### src/rtl/flag_limit_pkg.sv
// Purpose: Constants for the flag threshold register slice
// Assumes: APB, 32-bit data, one register per aligned word
// Notes: Offsets are register indices; byte address is index times four
package flag_limit_pkg;

    localparam int unsigned ADDR_W = 8;
    localparam int unsigned IDX_W = 6;

    // Register indices
    localparam logic [IDX_W-1:0] IDX_EMPTY_CH1_HIGH = 6'h10;
    localparam logic [IDX_W-1:0] IDX_EMPTY_CH1_MID = 6'h11;
    localparam logic [IDX_W-1:0] IDX_EMPTY_CH1_LOW = 6'h12;
    localparam logic [IDX_W-1:0] IDX_FULL_CH0_HIGH = 6'h13;
    localparam logic [IDX_W-1:0] IDX_FULL_CH0_MID = 6'h14;
    localparam logic [IDX_W-1:0] IDX_FULL_CH0_LOW = 6'h15;
    localparam logic [IDX_W-1:0] IDX_FULL_CH1_HIGH = 6'h16;
    localparam logic [IDX_W-1:0] IDX_FULL_CH1_MID = 6'h17;
    localparam logic [IDX_W-1:0] IDX_FULL_CH1_LOW = 6'h18;
    localparam logic [IDX_W-1:0] IDX_CHAN_MODE = 6'h20;
    localparam logic [IDX_W-1:0] IDX_INT_STATUS = 6'h21;
    localparam logic [IDX_W-1:0] IDX_INT_MASK = 6'h22;
    localparam logic [IDX_W-1:0] IDX_FLAG_STATE = 6'h23;
    localparam logic [IDX_W-1:0] IDX_APPLY = 6'h3f;

    // Threshold widths
    localparam int unsigned FULL0_W = 22;
    localparam int unsigned LIMIT1_W = 18;

    // Writable bits of the high bytes; the rest read as zero
    localparam logic [7:0] FULL0_HIGH_MASK = 8'h3f;
    localparam logic [7:0] CH1_HIGH_MASK = 8'h03;

    // Update register takes effect only on this value
    localparam logic [7:0] APPLY_CODE = 8'h00;

    // Reset values of the byte registers
    localparam logic [7:0] BYTE_RESET = 8'h00;

    // Default fraction for full thresholds
    localparam int unsigned FULL_FRAC_NUM = 79;
    localparam int unsigned FULL_FRAC_DEN = 80;

    // Interrupt bit positions
    localparam int unsigned INT_FULL0_RISE = 0;
    localparam int unsigned INT_FULL1_RISE = 1;
    localparam int unsigned INT_EMPTY1_RISE = 2;
    localparam int unsigned INT_APPLIED = 3;
    localparam int unsigned INT_W = 4;

    typedef enum logic [1:0] {
        MODE_SINGLE = 2'h0,
        MODE_DUAL = 2'h1,
        MODE_CASCADE = 2'h2
    } chan_mode_t;

    localparam logic [1:0] MODE_RESET = 2'h0;

endpackage : flag_limit_pkg

### src/rtl/fifo_flag_threshold_regs.sv
// Purpose: Shadowed flag threshold registers with update strobe and flag compare
// Assumes: Fill counts are synchronous to pclk; APB master per AMBA 3
// Notes: Zero wait states; unmapped addresses answer with pslverr
`timescale 1ns/1ps
`default_nettype none

// Behaviour
// RULE1: Ch1 empty bytes hold bits 15:8, 7:0
// RULE2: Software zeroes ch0 full high bits 7:6
// RULE3: Keep 22-bit ch0 full threshold
// RULE4: Ch0 full default is 79/80 memory
// RULE5: Ch0 full threshold drives ch0 full flag
// RULE6: Ch0 full from bytes 21:16,15:8,7:0
// RULE7: Software zeroes ch1 full high bits 7:2
// RULE8: 18-bit ch1 full used only dual mode
// RULE9: Ch1 full default is 79/80 ch1 space
// RULE10: Ch1 full from bytes 17:16,15:8,7:0
// RULE11: Software writes zero byte to update register
// RULE12: Changes act only after update write
// RULE13: 18-bit ch1 empty used only dual mode
// RULE14: Shadows copied to working set together
// RULE15: Full flag while count reaches threshold
module fifo_flag_threshold_regs
    import flag_limit_pkg::*;
#(
    parameter int unsigned MEM_WORDS_CH0 = 32'd4194303,
    parameter int unsigned MEM_WORDS_CH1 = 32'd262143,
    parameter bit FRACTION_DEFAULTS = 1'b0
) (
    input wire logic pclk,
    input wire logic presetn,
    input wire logic psel,
    input wire logic penable,
    input wire logic pwrite,
    input wire logic [ADDR_W-1:0] paddr,
    input wire logic [31:0] pwdata,
    input wire logic [3:0] pstrb,
    output logic [31:0] prdata,
    output logic pready,
    output logic pslverr,
    input wire logic [FULL0_W-1:0] fill_count_ch0,
    input wire logic [LIMIT1_W-1:0] fill_count_ch1,
    output logic partial_full_flag_ch0,
    output logic partial_full_flag_ch1,
    output logic partial_empty_flag_ch1,
    output logic irq
);

    // Reset values of thresholds; printed registers default to zero
    localparam logic [FULL0_W-1:0] FULL0_INIT = FRACTION_DEFAULTS ?
        FULL0_W'((64'(MEM_WORDS_CH0) * FULL_FRAC_NUM) / FULL_FRAC_DEN) : '0; // RULE4
    localparam logic [LIMIT1_W-1:0] FULL1_INIT = FRACTION_DEFAULTS ?
        LIMIT1_W'((64'(MEM_WORDS_CH1) * FULL_FRAC_NUM) / FULL_FRAC_DEN) : '0; // RULE9

    // Shadow (software visible) storage
    logic [7:0] empty1_high_q;
    logic [7:0] empty1_mid_q;
    logic [7:0] empty1_low_q;
    logic [7:0] full0_high_q;
    logic [7:0] full0_mid_q;
    logic [7:0] full0_low_q;
    logic [7:0] full1_high_q;
    logic [7:0] full1_mid_q;
    logic [7:0] full1_low_q;
    logic [1:0] mode_shadow_q;

    // Working copies that steer the flags
    logic [LIMIT1_W-1:0] empty_limit_ch1_value;
    logic [FULL0_W-1:0] full_limit_ch0_value;
    logic [LIMIT1_W-1:0] full_limit_ch1_value;
    chan_mode_t mode_q;

    logic [INT_W-1:0] int_status_q;
    logic [INT_W-1:0] int_mask_q;
    logic [INT_W-1:0] int_event;

    logic [IDX_W-1:0] idx;
    logic wr_en;
    logic rd_setup;
    logic apply_en;
    logic idx_mapped;
    logic [7:0] wbyte;

    logic full0_d;
    logic full1_d;
    logic empty1_d;

    function automatic logic is_mapped(input logic [IDX_W-1:0] i);
        is_mapped = (i >= IDX_EMPTY_CH1_HIGH && i <= IDX_FULL_CH1_LOW) ||
                    (i >= IDX_CHAN_MODE && i <= IDX_FLAG_STATE) || (i == IDX_APPLY);
    endfunction : is_mapped

    // Write byte masked, only the writable bits kept
    function automatic logic [7:0] masked(input logic [7:0] d, input logic [7:0] m);
        masked = d & m;
    endfunction : masked

    // Channel 1 flags exist only with two channels
    function automatic logic ch1_enabled(input chan_mode_t m);
        ch1_enabled = (m == MODE_DUAL);
    endfunction : ch1_enabled

    assign idx = paddr[ADDR_W-1:2];
    assign idx_mapped = is_mapped(idx);
    assign wbyte = pwdata[7:0];
    // Byte lane 0 carries all register data
    assign wr_en = psel && penable && pwrite && idx_mapped && pstrb[0];
    assign rd_setup = psel && !penable;
    assign apply_en = wr_en && (idx == IDX_APPLY) && (wbyte == APPLY_CODE); // RULE11
    assign pready = 1'b1;

    // Shadow threshold bytes; each feeds only the working set and the read mux
    always_ff @(posedge pclk or negedge presetn) begin
        if (!presetn) begin
            empty1_high_q <= BYTE_RESET;
        end else if (wr_en && idx == IDX_EMPTY_CH1_HIGH) begin
            empty1_high_q <= masked(wbyte, CH1_HIGH_MASK);
        end
    end

    always_ff @(posedge pclk or negedge presetn) begin
        if (!presetn) begin
            empty1_mid_q <= BYTE_RESET;
        end else if (wr_en && idx == IDX_EMPTY_CH1_MID) begin
            empty1_mid_q <= wbyte; // RULE1
        end
    end

    always_ff @(posedge pclk or negedge presetn) begin
        if (!presetn) begin
            empty1_low_q <= BYTE_RESET;
        end else if (wr_en && idx == IDX_EMPTY_CH1_LOW) begin
            empty1_low_q <= wbyte; // RULE1
        end
    end

    // Reserved bits dropped even if software sets them
    always_ff @(posedge pclk or negedge presetn) begin
        if (!presetn) begin
            full0_high_q <= BYTE_RESET;
        end else if (wr_en && idx == IDX_FULL_CH0_HIGH) begin
            full0_high_q <= masked(wbyte, FULL0_HIGH_MASK); // RULE2
        end
    end

    always_ff @(posedge pclk or negedge presetn) begin
        if (!presetn) begin
            full0_mid_q <= BYTE_RESET;
        end else if (wr_en && idx == IDX_FULL_CH0_MID) begin
            full0_mid_q <= wbyte;
        end
    end

    always_ff @(posedge pclk or negedge presetn) begin
        if (!presetn) begin
            full0_low_q <= BYTE_RESET;
        end else if (wr_en && idx == IDX_FULL_CH0_LOW) begin
            full0_low_q <= wbyte;
        end
    end

    // Only the two low bits are threshold bits
    always_ff @(posedge pclk or negedge presetn) begin
        if (!presetn) begin
            full1_high_q <= BYTE_RESET;
        end else if (wr_en && idx == IDX_FULL_CH1_HIGH) begin
            full1_high_q <= masked(wbyte, CH1_HIGH_MASK); // RULE7
        end
    end

    always_ff @(posedge pclk or negedge presetn) begin
        if (!presetn) begin
            full1_mid_q <= BYTE_RESET;
        end else if (wr_en && idx == IDX_FULL_CH1_MID) begin
            full1_mid_q <= wbyte;
        end
    end

    always_ff @(posedge pclk or negedge presetn) begin
        if (!presetn) begin
            full1_low_q <= BYTE_RESET;
        end else if (wr_en && idx == IDX_FULL_CH1_LOW) begin
            full1_low_q <= wbyte;
        end
    end

    // Mode shadow
    always_ff @(posedge pclk or negedge presetn) begin
        if (!presetn) begin
            mode_shadow_q <= MODE_RESET;
        end else if (wr_en && idx == IDX_CHAN_MODE) begin
            mode_shadow_q <= pwdata[1:0];
        end
    end

    // Working set loads all at once, only on the update write
    always_ff @(posedge pclk or negedge presetn) begin
        if (!presetn) begin
            empty_limit_ch1_value <= '0;
        end else if (apply_en) begin // RULE12
            empty_limit_ch1_value <= {empty1_high_q[1:0], empty1_mid_q, empty1_low_q}; // RULE14
        end
    end

    always_ff @(posedge pclk or negedge presetn) begin
        if (!presetn) begin
            full_limit_ch0_value <= FULL0_INIT;
        end else if (apply_en) begin // RULE12
            full_limit_ch0_value <= {full0_high_q[5:0], full0_mid_q, full0_low_q}; // RULE6
        end
    end

    always_ff @(posedge pclk or negedge presetn) begin
        if (!presetn) begin
            full_limit_ch1_value <= FULL1_INIT;
        end else if (apply_en) begin // RULE12
            full_limit_ch1_value <= {full1_high_q[1:0], full1_mid_q, full1_low_q}; // RULE10
        end
    end

    // Unused code 3 falls back to single channel
    always_ff @(posedge pclk or negedge presetn) begin
        if (!presetn) begin
            mode_q <= MODE_SINGLE;
        end else if (apply_en) begin // RULE12
            unique case (mode_shadow_q)
                MODE_DUAL: mode_q <= MODE_DUAL;
                MODE_CASCADE: mode_q <= MODE_CASCADE;
                default: mode_q <= MODE_SINGLE;
            endcase
        end
    end

    // Flag comparison; ch1 limits matter only with two channels
    always_comb begin
        full0_d = (fill_count_ch0 >= full_limit_ch0_value); // RULE3 RULE5 RULE15
        full1_d = ch1_enabled(mode_q) && (fill_count_ch1 >= full_limit_ch1_value); // RULE8 RULE15
        empty1_d = ch1_enabled(mode_q) && (fill_count_ch1 <= empty_limit_ch1_value); // RULE13
    end

    // Registered so a count ripple never glitches a flag
    always_ff @(posedge pclk or negedge presetn) begin
        if (!presetn) begin
            partial_full_flag_ch0 <= 1'b0;
        end else begin
            partial_full_flag_ch0 <= full0_d;
        end
    end

    always_ff @(posedge pclk or negedge presetn) begin
        if (!presetn) begin
            partial_full_flag_ch1 <= 1'b0;
        end else begin
            partial_full_flag_ch1 <= full1_d;
        end
    end

    always_ff @(posedge pclk or negedge presetn) begin
        if (!presetn) begin
            partial_empty_flag_ch1 <= 1'b0;
        end else begin
            partial_empty_flag_ch1 <= empty1_d;
        end
    end

    // Interrupt events: flag rises and the update taking effect
    always_comb begin
        int_event = '0;
        int_event[INT_FULL0_RISE] = full0_d && !partial_full_flag_ch0;
        int_event[INT_FULL1_RISE] = full1_d && !partial_full_flag_ch1;
        int_event[INT_EMPTY1_RISE] = empty1_d && !partial_empty_flag_ch1;
        int_event[INT_APPLIED] = apply_en;
    end

    // Set beats write-one-to-clear in the same cycle
    always_ff @(posedge pclk or negedge presetn) begin
        if (!presetn) begin
            int_status_q <= '0;
        end else begin
            if (wr_en && idx == IDX_INT_STATUS) begin
                int_status_q <= (int_status_q & ~pwdata[INT_W-1:0]) | int_event;
            end else begin
                int_status_q <= int_status_q | int_event;
            end
        end
    end

    always_ff @(posedge pclk or negedge presetn) begin
        if (!presetn) begin
            int_mask_q <= '0;
        end else if (wr_en && idx == IDX_INT_MASK) begin
            int_mask_q <= pwdata[INT_W-1:0];
        end
    end

    always_ff @(posedge pclk or negedge presetn) begin
        if (!presetn) begin
            irq <= 1'b0;
        end else begin
            irq <= |(int_status_q & int_mask_q);
        end
    end

    // Error answer only for holes in the map; such an access has no effect
    always_ff @(posedge pclk or negedge presetn) begin
        if (!presetn) begin
            pslverr <= 1'b0;
        end else if (rd_setup) begin
            pslverr <= !idx_mapped;
        end
    end

    // Read data captured in setup so the access phase sees a flop
    always_ff @(posedge pclk or negedge presetn) begin
        if (!presetn) begin
            prdata <= '0;
        end else if (rd_setup) begin
            prdata <= '0;
            if (!pwrite) begin
                unique case (idx)
                    IDX_EMPTY_CH1_HIGH: prdata[7:0] <= empty1_high_q;
                    IDX_EMPTY_CH1_MID: prdata[7:0] <= empty1_mid_q;
                    IDX_EMPTY_CH1_LOW: prdata[7:0] <= empty1_low_q;
                    IDX_FULL_CH0_HIGH: prdata[7:0] <= full0_high_q;
                    IDX_FULL_CH0_MID: prdata[7:0] <= full0_mid_q;
                    IDX_FULL_CH0_LOW: prdata[7:0] <= full0_low_q;
                    IDX_FULL_CH1_HIGH: prdata[7:0] <= full1_high_q;
                    IDX_FULL_CH1_MID: prdata[7:0] <= full1_mid_q;
                    IDX_FULL_CH1_LOW: prdata[7:0] <= full1_low_q;
                    IDX_CHAN_MODE: prdata[1:0] <= mode_shadow_q;
                    IDX_INT_STATUS: prdata[INT_W-1:0] <= int_status_q;
                    IDX_INT_MASK: prdata[INT_W-1:0] <= int_mask_q;
                    IDX_FLAG_STATE: prdata[4:0] <= {mode_q, partial_empty_flag_ch1,
                                                    partial_full_flag_ch1, partial_full_flag_ch0};
                    default: prdata <= '0;
                endcase
            end
        end
    end

endmodule : fifo_flag_threshold_regs

`default_nettype wire

### config.mk
export PLATFORM = sky130hd
export DESIGN_NAME = fifo_flag_threshold_regs
export DESIGN_NICKNAME = d
export VERILOG_FILES = /design/src/rtl/flag_limit_pkg.sv /design/src/rtl/fifo_flag_threshold_regs.sv
export SDC_FILE = /design/constraint.sdc
export NUM_CORES = 1
export LEC_CHECK = 0
export BUFFER_PORTS_ARGS = -buffer_cell sky130_fd_sc_hd__buf_4
export CORE_UTILIZATION = 35
export DETAILED_ROUTE_END_ITERATION = 12
export GPL_ROUTABILITY_DRIVEN = 1
export PLACE_DENSITY = 0.6
export SETUP_SLACK_MARGIN = 0.5
export SLEW_MARGIN = 20
export SYNTH_ARGS = -nofsm -noshare
export SYNTH_HDL_FRONTEND = slang
export SYNTH_SLANG_ARGS = --single-unit
export TNS_END_PERCENT = 30
### constraint.sdc
create_clock -name pclk -period 2 [get_ports pclk]
set_input_delay 0.1 -clock pclk [delete_from_list [all_inputs] [get_ports pclk]]
set_output_delay 0.1 -clock pclk [all_outputs]
set_load 0.005 [all_outputs]
[Word level (Yosys, flattened, before mapping)]
Cells that the tools add are included.
Storage, ports and cells
  bits of input ports: 89
  register bits: 165
  output and inout bits: 38
Operators by class
  muxes and demuxes: 7
  magnitude comparators: 7
  eq/ne operators: 17
  bitwise logic cells: 5
  reductions and logical operators: 35
Operator list (count)
  $eq 6x5->1 const B: 9
  $eq 6x6->1 const B: 5
  $logic_and 1x1->1: 26
  $pmux 2 s13: 1
  $ge 22x22->1: 1
  $pmux 3 s7: 1
  $pmux 2 s10: 1
  $ge 18x18->1: 1
  $le 18x18->1: 1
  $and 4x4->4: 2
  $logic_not 8->1: 1
  $mux 8: 1
  $or 4x4->4: 2
  $pmux 1 s8: 1
  $ge 6x5->1 const B: 1
  $ge 6x6->1 const B: 1
  $le 6x5->1 const B: 1
  $le 6x6->1 const B: 1
  $logic_not 1->1: 5
  $eq 2x1->1 const B: 2
  $mux 4: 1
  $not 4->4: 1
  $pmux 2 s2: 1
  $reduce_or 4->1: 1
  other kinds (2): 3

[Depth between registers and ports, before layout]
  depth in word-level cells: 10
  gate-level depth with buffers: 8

[Least setup slack after synthesis]
OpenSTA, ideal clock, no wires.
  kind: input to register
  start: input port paddr[2]
  end: register empty_limit_ch1_value[0]
  setup slack: 0.191 ns
  data required time: 1.875 ns
  library setup time: 0.125 ns
  cell stages on the path: 7
  arrival: 1.684 ns
  cells stage by stage: buf_2 > nand2_1 > or3_1 > or3_1 > buf_6 > buf_12 > mux2_4
On the way
  word-level cells in the longest chain between the ends: 8
  elaborated cells on any way between the ends: 13
  classes of those cells: 4 x order compare; 1 x eq/ne; 8 x reduce/logical
RTL lines
  start, declared: RTL line fifo_flag_threshold_regs.sv:35  | input wire logic [ADDR_W-1:0] paddr,
  $ge 6x5->1, or another cell as far along: RTL line fifo_flag_threshold_regs.sv:89  | is_mapped = (i >= IDX_EMPTY_CH1_HIGH && i <= IDX_FULL_CH1_LOW) ||
  $logic_and 1x1->1 (on tied branches): RTL line fifo_flag_threshold_regs.sv:89, fifo_flag_threshold_regs.sv:90
  $logic_or 1x1->1: RTL line fifo_flag_threshold_regs.sv:89
  $logic_or 1x1->1: RTL line fifo_flag_threshold_regs.sv:90  | (i >= IDX_CHAN_MODE && i <= IDX_FLAG_STATE) || (i == IDX_APPLY);
  $logic_and 1x1->1 (2 in series): RTL line fifo_flag_threshold_regs.sv:107  | assign wr_en = psel && penable && pwrite && idx_mapped && pstrb[0];
  $logic_and 1x1->1 * (2 in series): RTL line fifo_flag_threshold_regs.sv:109  | assign apply_en = wr_en && (idx == IDX_APPLY) && (wbyte == APPLY_CODE);
  end signal, assigned: RTL line fifo_flag_threshold_regs.sv:201  | empty_limit_ch1_value <= {empty1_high_q[1:0], empty1_mid_q, empty1_low_q};
  end, declared: RTL line fifo_flag_threshold_regs.sv:68  | logic [LIMIT1_W-1:0] empty_limit_ch1_value;
Every way passes the cells marked *; elsewhere a longest branch is shown, timed or not.
A chain may end at the register's enable or synchronous reset.

[Final worst setup path]
  start: register mode_shadow_q[0]
  end: register prdata[0]
On the way
  word-level cells in the longest chain between the ends: 2
RTL lines
  start, declared: RTL line fifo_flag_threshold_regs.sv:65  | logic [1:0] mode_shadow_q;
  start signal, assigned: RTL line fifo_flag_threshold_regs.sv:192  | mode_shadow_q <= pwdata[1:0];
  $pmux 2 s13: RTL line fifo_flag_threshold_regs.sv:320  | unique case (idx)
  $mux 8: RTL line fifo_flag_threshold_regs.sv:319  | if (!pwrite) begin
  end signal, assigned: RTL line fifo_flag_threshold_regs.sv:321  | IDX_EMPTY_CH1_HIGH: prdata[7:0] <= empty1_high_q;
  end signal, assigned: RTL line fifo_flag_threshold_regs.sv:322  | IDX_EMPTY_CH1_MID: prdata[7:0] <= empty1_mid_q;
  end signal, assigned: RTL line fifo_flag_threshold_regs.sv:323  | IDX_EMPTY_CH1_LOW: prdata[7:0] <= empty1_low_q;
  end, declared: RTL line fifo_flag_threshold_regs.sv:38  | output logic [31:0] prdata,
No other way between the ends.

==> results.py <==
metrics = {
    "run_status": {
        "outcome": "finished, final reports clean",
    },
    "timing": {
        "max_freq_mhz": 570,
        "setup_viol": 0,
        "fin_skew_ns": 0.0101,
        "hold_violations": 0,
        "grt_setup_unrepaired": "yes",
        "fin_crit_ns": 1.75,
        "period_share_pct": 87.7,
        "slew_viol_final": 0,
        "tightest_slew_ns": 0.574,
        "fin_setup_tns_ns": 0,
        "maxSlewHeadroom_pct": 61.7,
    },
    "yosys": {
        "synth_top_area_share_pct": 43.8,
        "ys_seq_area_share_pct": 43.8,
        "ys_top_cells_by_area": "dfrtp_1 (44%), mux2_2 (11%), mux2_4 (10%)",
        "synth_top_area_cell": "dfrtp_1",
        "synth_cell_types": 63,
        "ys.flop_type": "dfrtp_1",
        "synth-seq-cells": 141,
        "syn_inst": 674,
        "syn-cell-area_um2": 8060,
        "synth-edff-count": 0,
        "ys_warn_count": 0,
        "synthArstFlopShare_pct": 100,
        "syn_avg_cell_area_um2": 12.0,
    },
    "finish": {
        "top_regs": "full_limit_ch0_value: 22 flops, empty_limit_ch1_value: 18 flops, full_limit_ch1_value: 18 flops",
        "drive_above_1_share_pct": 45.2,
        "final_area_um2": 10200,
        "largest_reg_flops": 22,
        "layout_commonest_cell": "dfrtp_1",
        "layout.nets": 951,
        "syn2layout_area_growth_pct": 26.9,
        "largest_register": "full_limit_ch0_value",
        "mostFrequentLayoutCells": "dfrtp_1 (141), buf_4 (130), mux2_2 (78)",
        "diodes": 0,
    },
    "worst_setup_path": {
        "cpPeakStageDelay_ns": 0.49,
        "cp_cell_sequence": "mux4_2 > nand2_1 > o21ai_2 > a2111oi_4 > buf_4 > o21ai_0",
        "cp_data_required_time_ns": 2.28,
        "cp-end-kind": "register",
        "critical_path.slowest_cell": "mux4_2",
        "crit_fanout": 2,
        "worst-setup-path-type": "reg -> reg",
        "crit_arrival_ns": 2.04,
        "start_kind": "register",
    },
    "drt": {
        "wl_mm": 20.5,
        "drcViolationCount": 0,
        "routed_via_density": 5.13,
        "vias": 5654,
        "drtIter0Drc": 244,
        "first_pass_iters": 5,
        "routedWlPerCell_um": 18.6,
        "ant_nets": 0,
    },
    "clock_network": {
        "numCtsBuffers": 17,
        "cts_tree": "built",
        "clock_path_buffers": 2,
        "clockRootBuffer": "clkbuf_16",
        "h-tree-depth": 4,
        "clkTransAtPathRegs_ns": 0.06,
        "cts.sinks": 141,
        "clkLatencyLatePin_ns": 0.41,
    },
    "die": {
        "core_area_um2": 22600,
        "die_width_um": 154,
        "fp.dieArea_um2": 23600,
        "initial_core_util_pct": 35.6,
        "placementRows": 55,
        "io_pins": 127,
        "dieHeight_um": 154,
    },
    "global_routing": {
        "grt_usage_pct": 17.5,
        "antenna_found_initial": 0,
        "grt_pass1_vias": 5529,
        "grt_max_degree": 48,
        "grt_pass1_wl_mm": 31.6,
        "gr-total-overflow": 0,
    },
    "place": {
        "placed_area_um2": 9080,
        "routabilityCongestion": 0.870,
        "port_buffers": 72,
        "dp_hpwl_mm": 14.9,
    },
    "power": {
        "p_per_area_nw_per_um2": 667,
        "peakVddDrop_mv": 0.567,
        "p_leak_nw": 4.86,
    },
    "worst_hold_path": {
        "hp-class": "in -> reg",
    },
    "flow_run": {
        "maxCapViolCount": 0,
    },
}
-- cell usage after synthesis, types with 3 or more instances --
master	count
a2111oi_0	3
a211oi_1	8
a21o_1	5
a21oi_1	23
a22o_1	6
a22oi_1	14
a2bb2oi_1	3
buf_1	6
buf_12	5
buf_2	3
buf_4	25
clkbuf_1	8
dfrtp_1	141
ha_1	58
inv_1	60
mux2_2	78
mux2_4	55
mux2i_1	3
nand2_1	33
nand2b_1	11
nand3_1	7
nand4_1	12
nor2_1	14
nor2b_1	4
nor3_1	8
o211ai_1	3
o21a_1	3
o21ai_0	19
o22ai_1	4
o31ai_1	3
or3_1	5
-- metrics by stage --
step	power [mW]	setup slack, ns	util, %	hold slack (ns)	std cells
3_5_place_dp	3.56	-0.213	40.1	0.0741	1047
4_1_cts	6.85	0.277	43.6	0.0327	1083
2_1_floorplan	3.26	0.282	-	-0.196	697
6_report	6.82	0.245	45.2	0.0463	1102
3_3_place_gp	3.55	-0.191	40.1	0.0697	1047
5_1_grt	7.06	0.207	45.2	0.0349	1102
-- where the power goes --
part,switching (mW),leakage (nW),internal (mW)
clock network,1.18,0.298,2.09
registers,0.0409,1.95,2.90
logic,0.337,2.61,0.283
total,1.55,4.86,5.27
-- critical path, delay by kind of cell (launching register included) --
kind	cells	cell delay, ns
muxes	1	0.49
AOI/OAI and AO/OA	3	0.46
DFF	1	0.40
buffers and inverters	1	0.17
and+or+nand+nor	1	0.11
-- logic make-up (layout without fill, tap and decap cells) --
family / count (synthesis) / after routing / synth area share (%)
flops: 141 / 141 / 43.8
buf+inv: 110 / 230 / 7.53
fa+ha+maj: 58 / 58 / 9.01
compound gates: 107 / 107 / 9.05
simple gates: 117 / 117 / 8.34
other cells: 2 / 25 / 0.0932
xor+xnor: 1 / 1 / 0.109
mux: 138 / 138 / 22.1
-- cell type report --
class / instances / area (µm²)
Fill cell: 2057 / 12400
Sequential cell: 141 / 3530
Inverter: 61 / 229
Clock inverter: 10 / 136
Tap cell: 285 / 357
Timing Repair Buffer: 137 / 1100
Clock buffer: 22 / 484
Multi-Input combinational cell: 446 / 4390
-- metal layers --
| metal | GRT usage (%) | wire length [µm] |
|---|---|---|
| met1 | 25.2 | 9870 |
| met2 | 26.2 | 9350 |
| met3 | 3.24 | 790 |
| met4 | 6.43 | 439 |
| met5 | 0 | 0 |
-- what timing repair did --
action                                 in CTS  in global routing
endpoints found under the hold margin      44                  0
hold buffers                                1                  0
pin swaps                                   9                 20
setup buffers                               3                 19
setup endpoints to repair                  13                 17
resized for setup                          28                 35
-- final timing paths --
path	startpoint	endpoint	slack (ns)	cells after the start
max	mode_shadow_q[0]	prdata[0]	0.25	6
min	pwdata[6]	full0_mid_q[6]	0.05	2
max reg2reg	mode_shadow_q[0]	prdata[0]	0.25	6
min reg2reg	pslverr	pslverr	0.50	1
max in group asynchronous	presetn	full1_low_q[5]	1.16	3
min in group asynchronous	presetn	full_limit_ch1_value[4]	0.20	2
No activity file was read; power rests on OpenSTA's default activity.
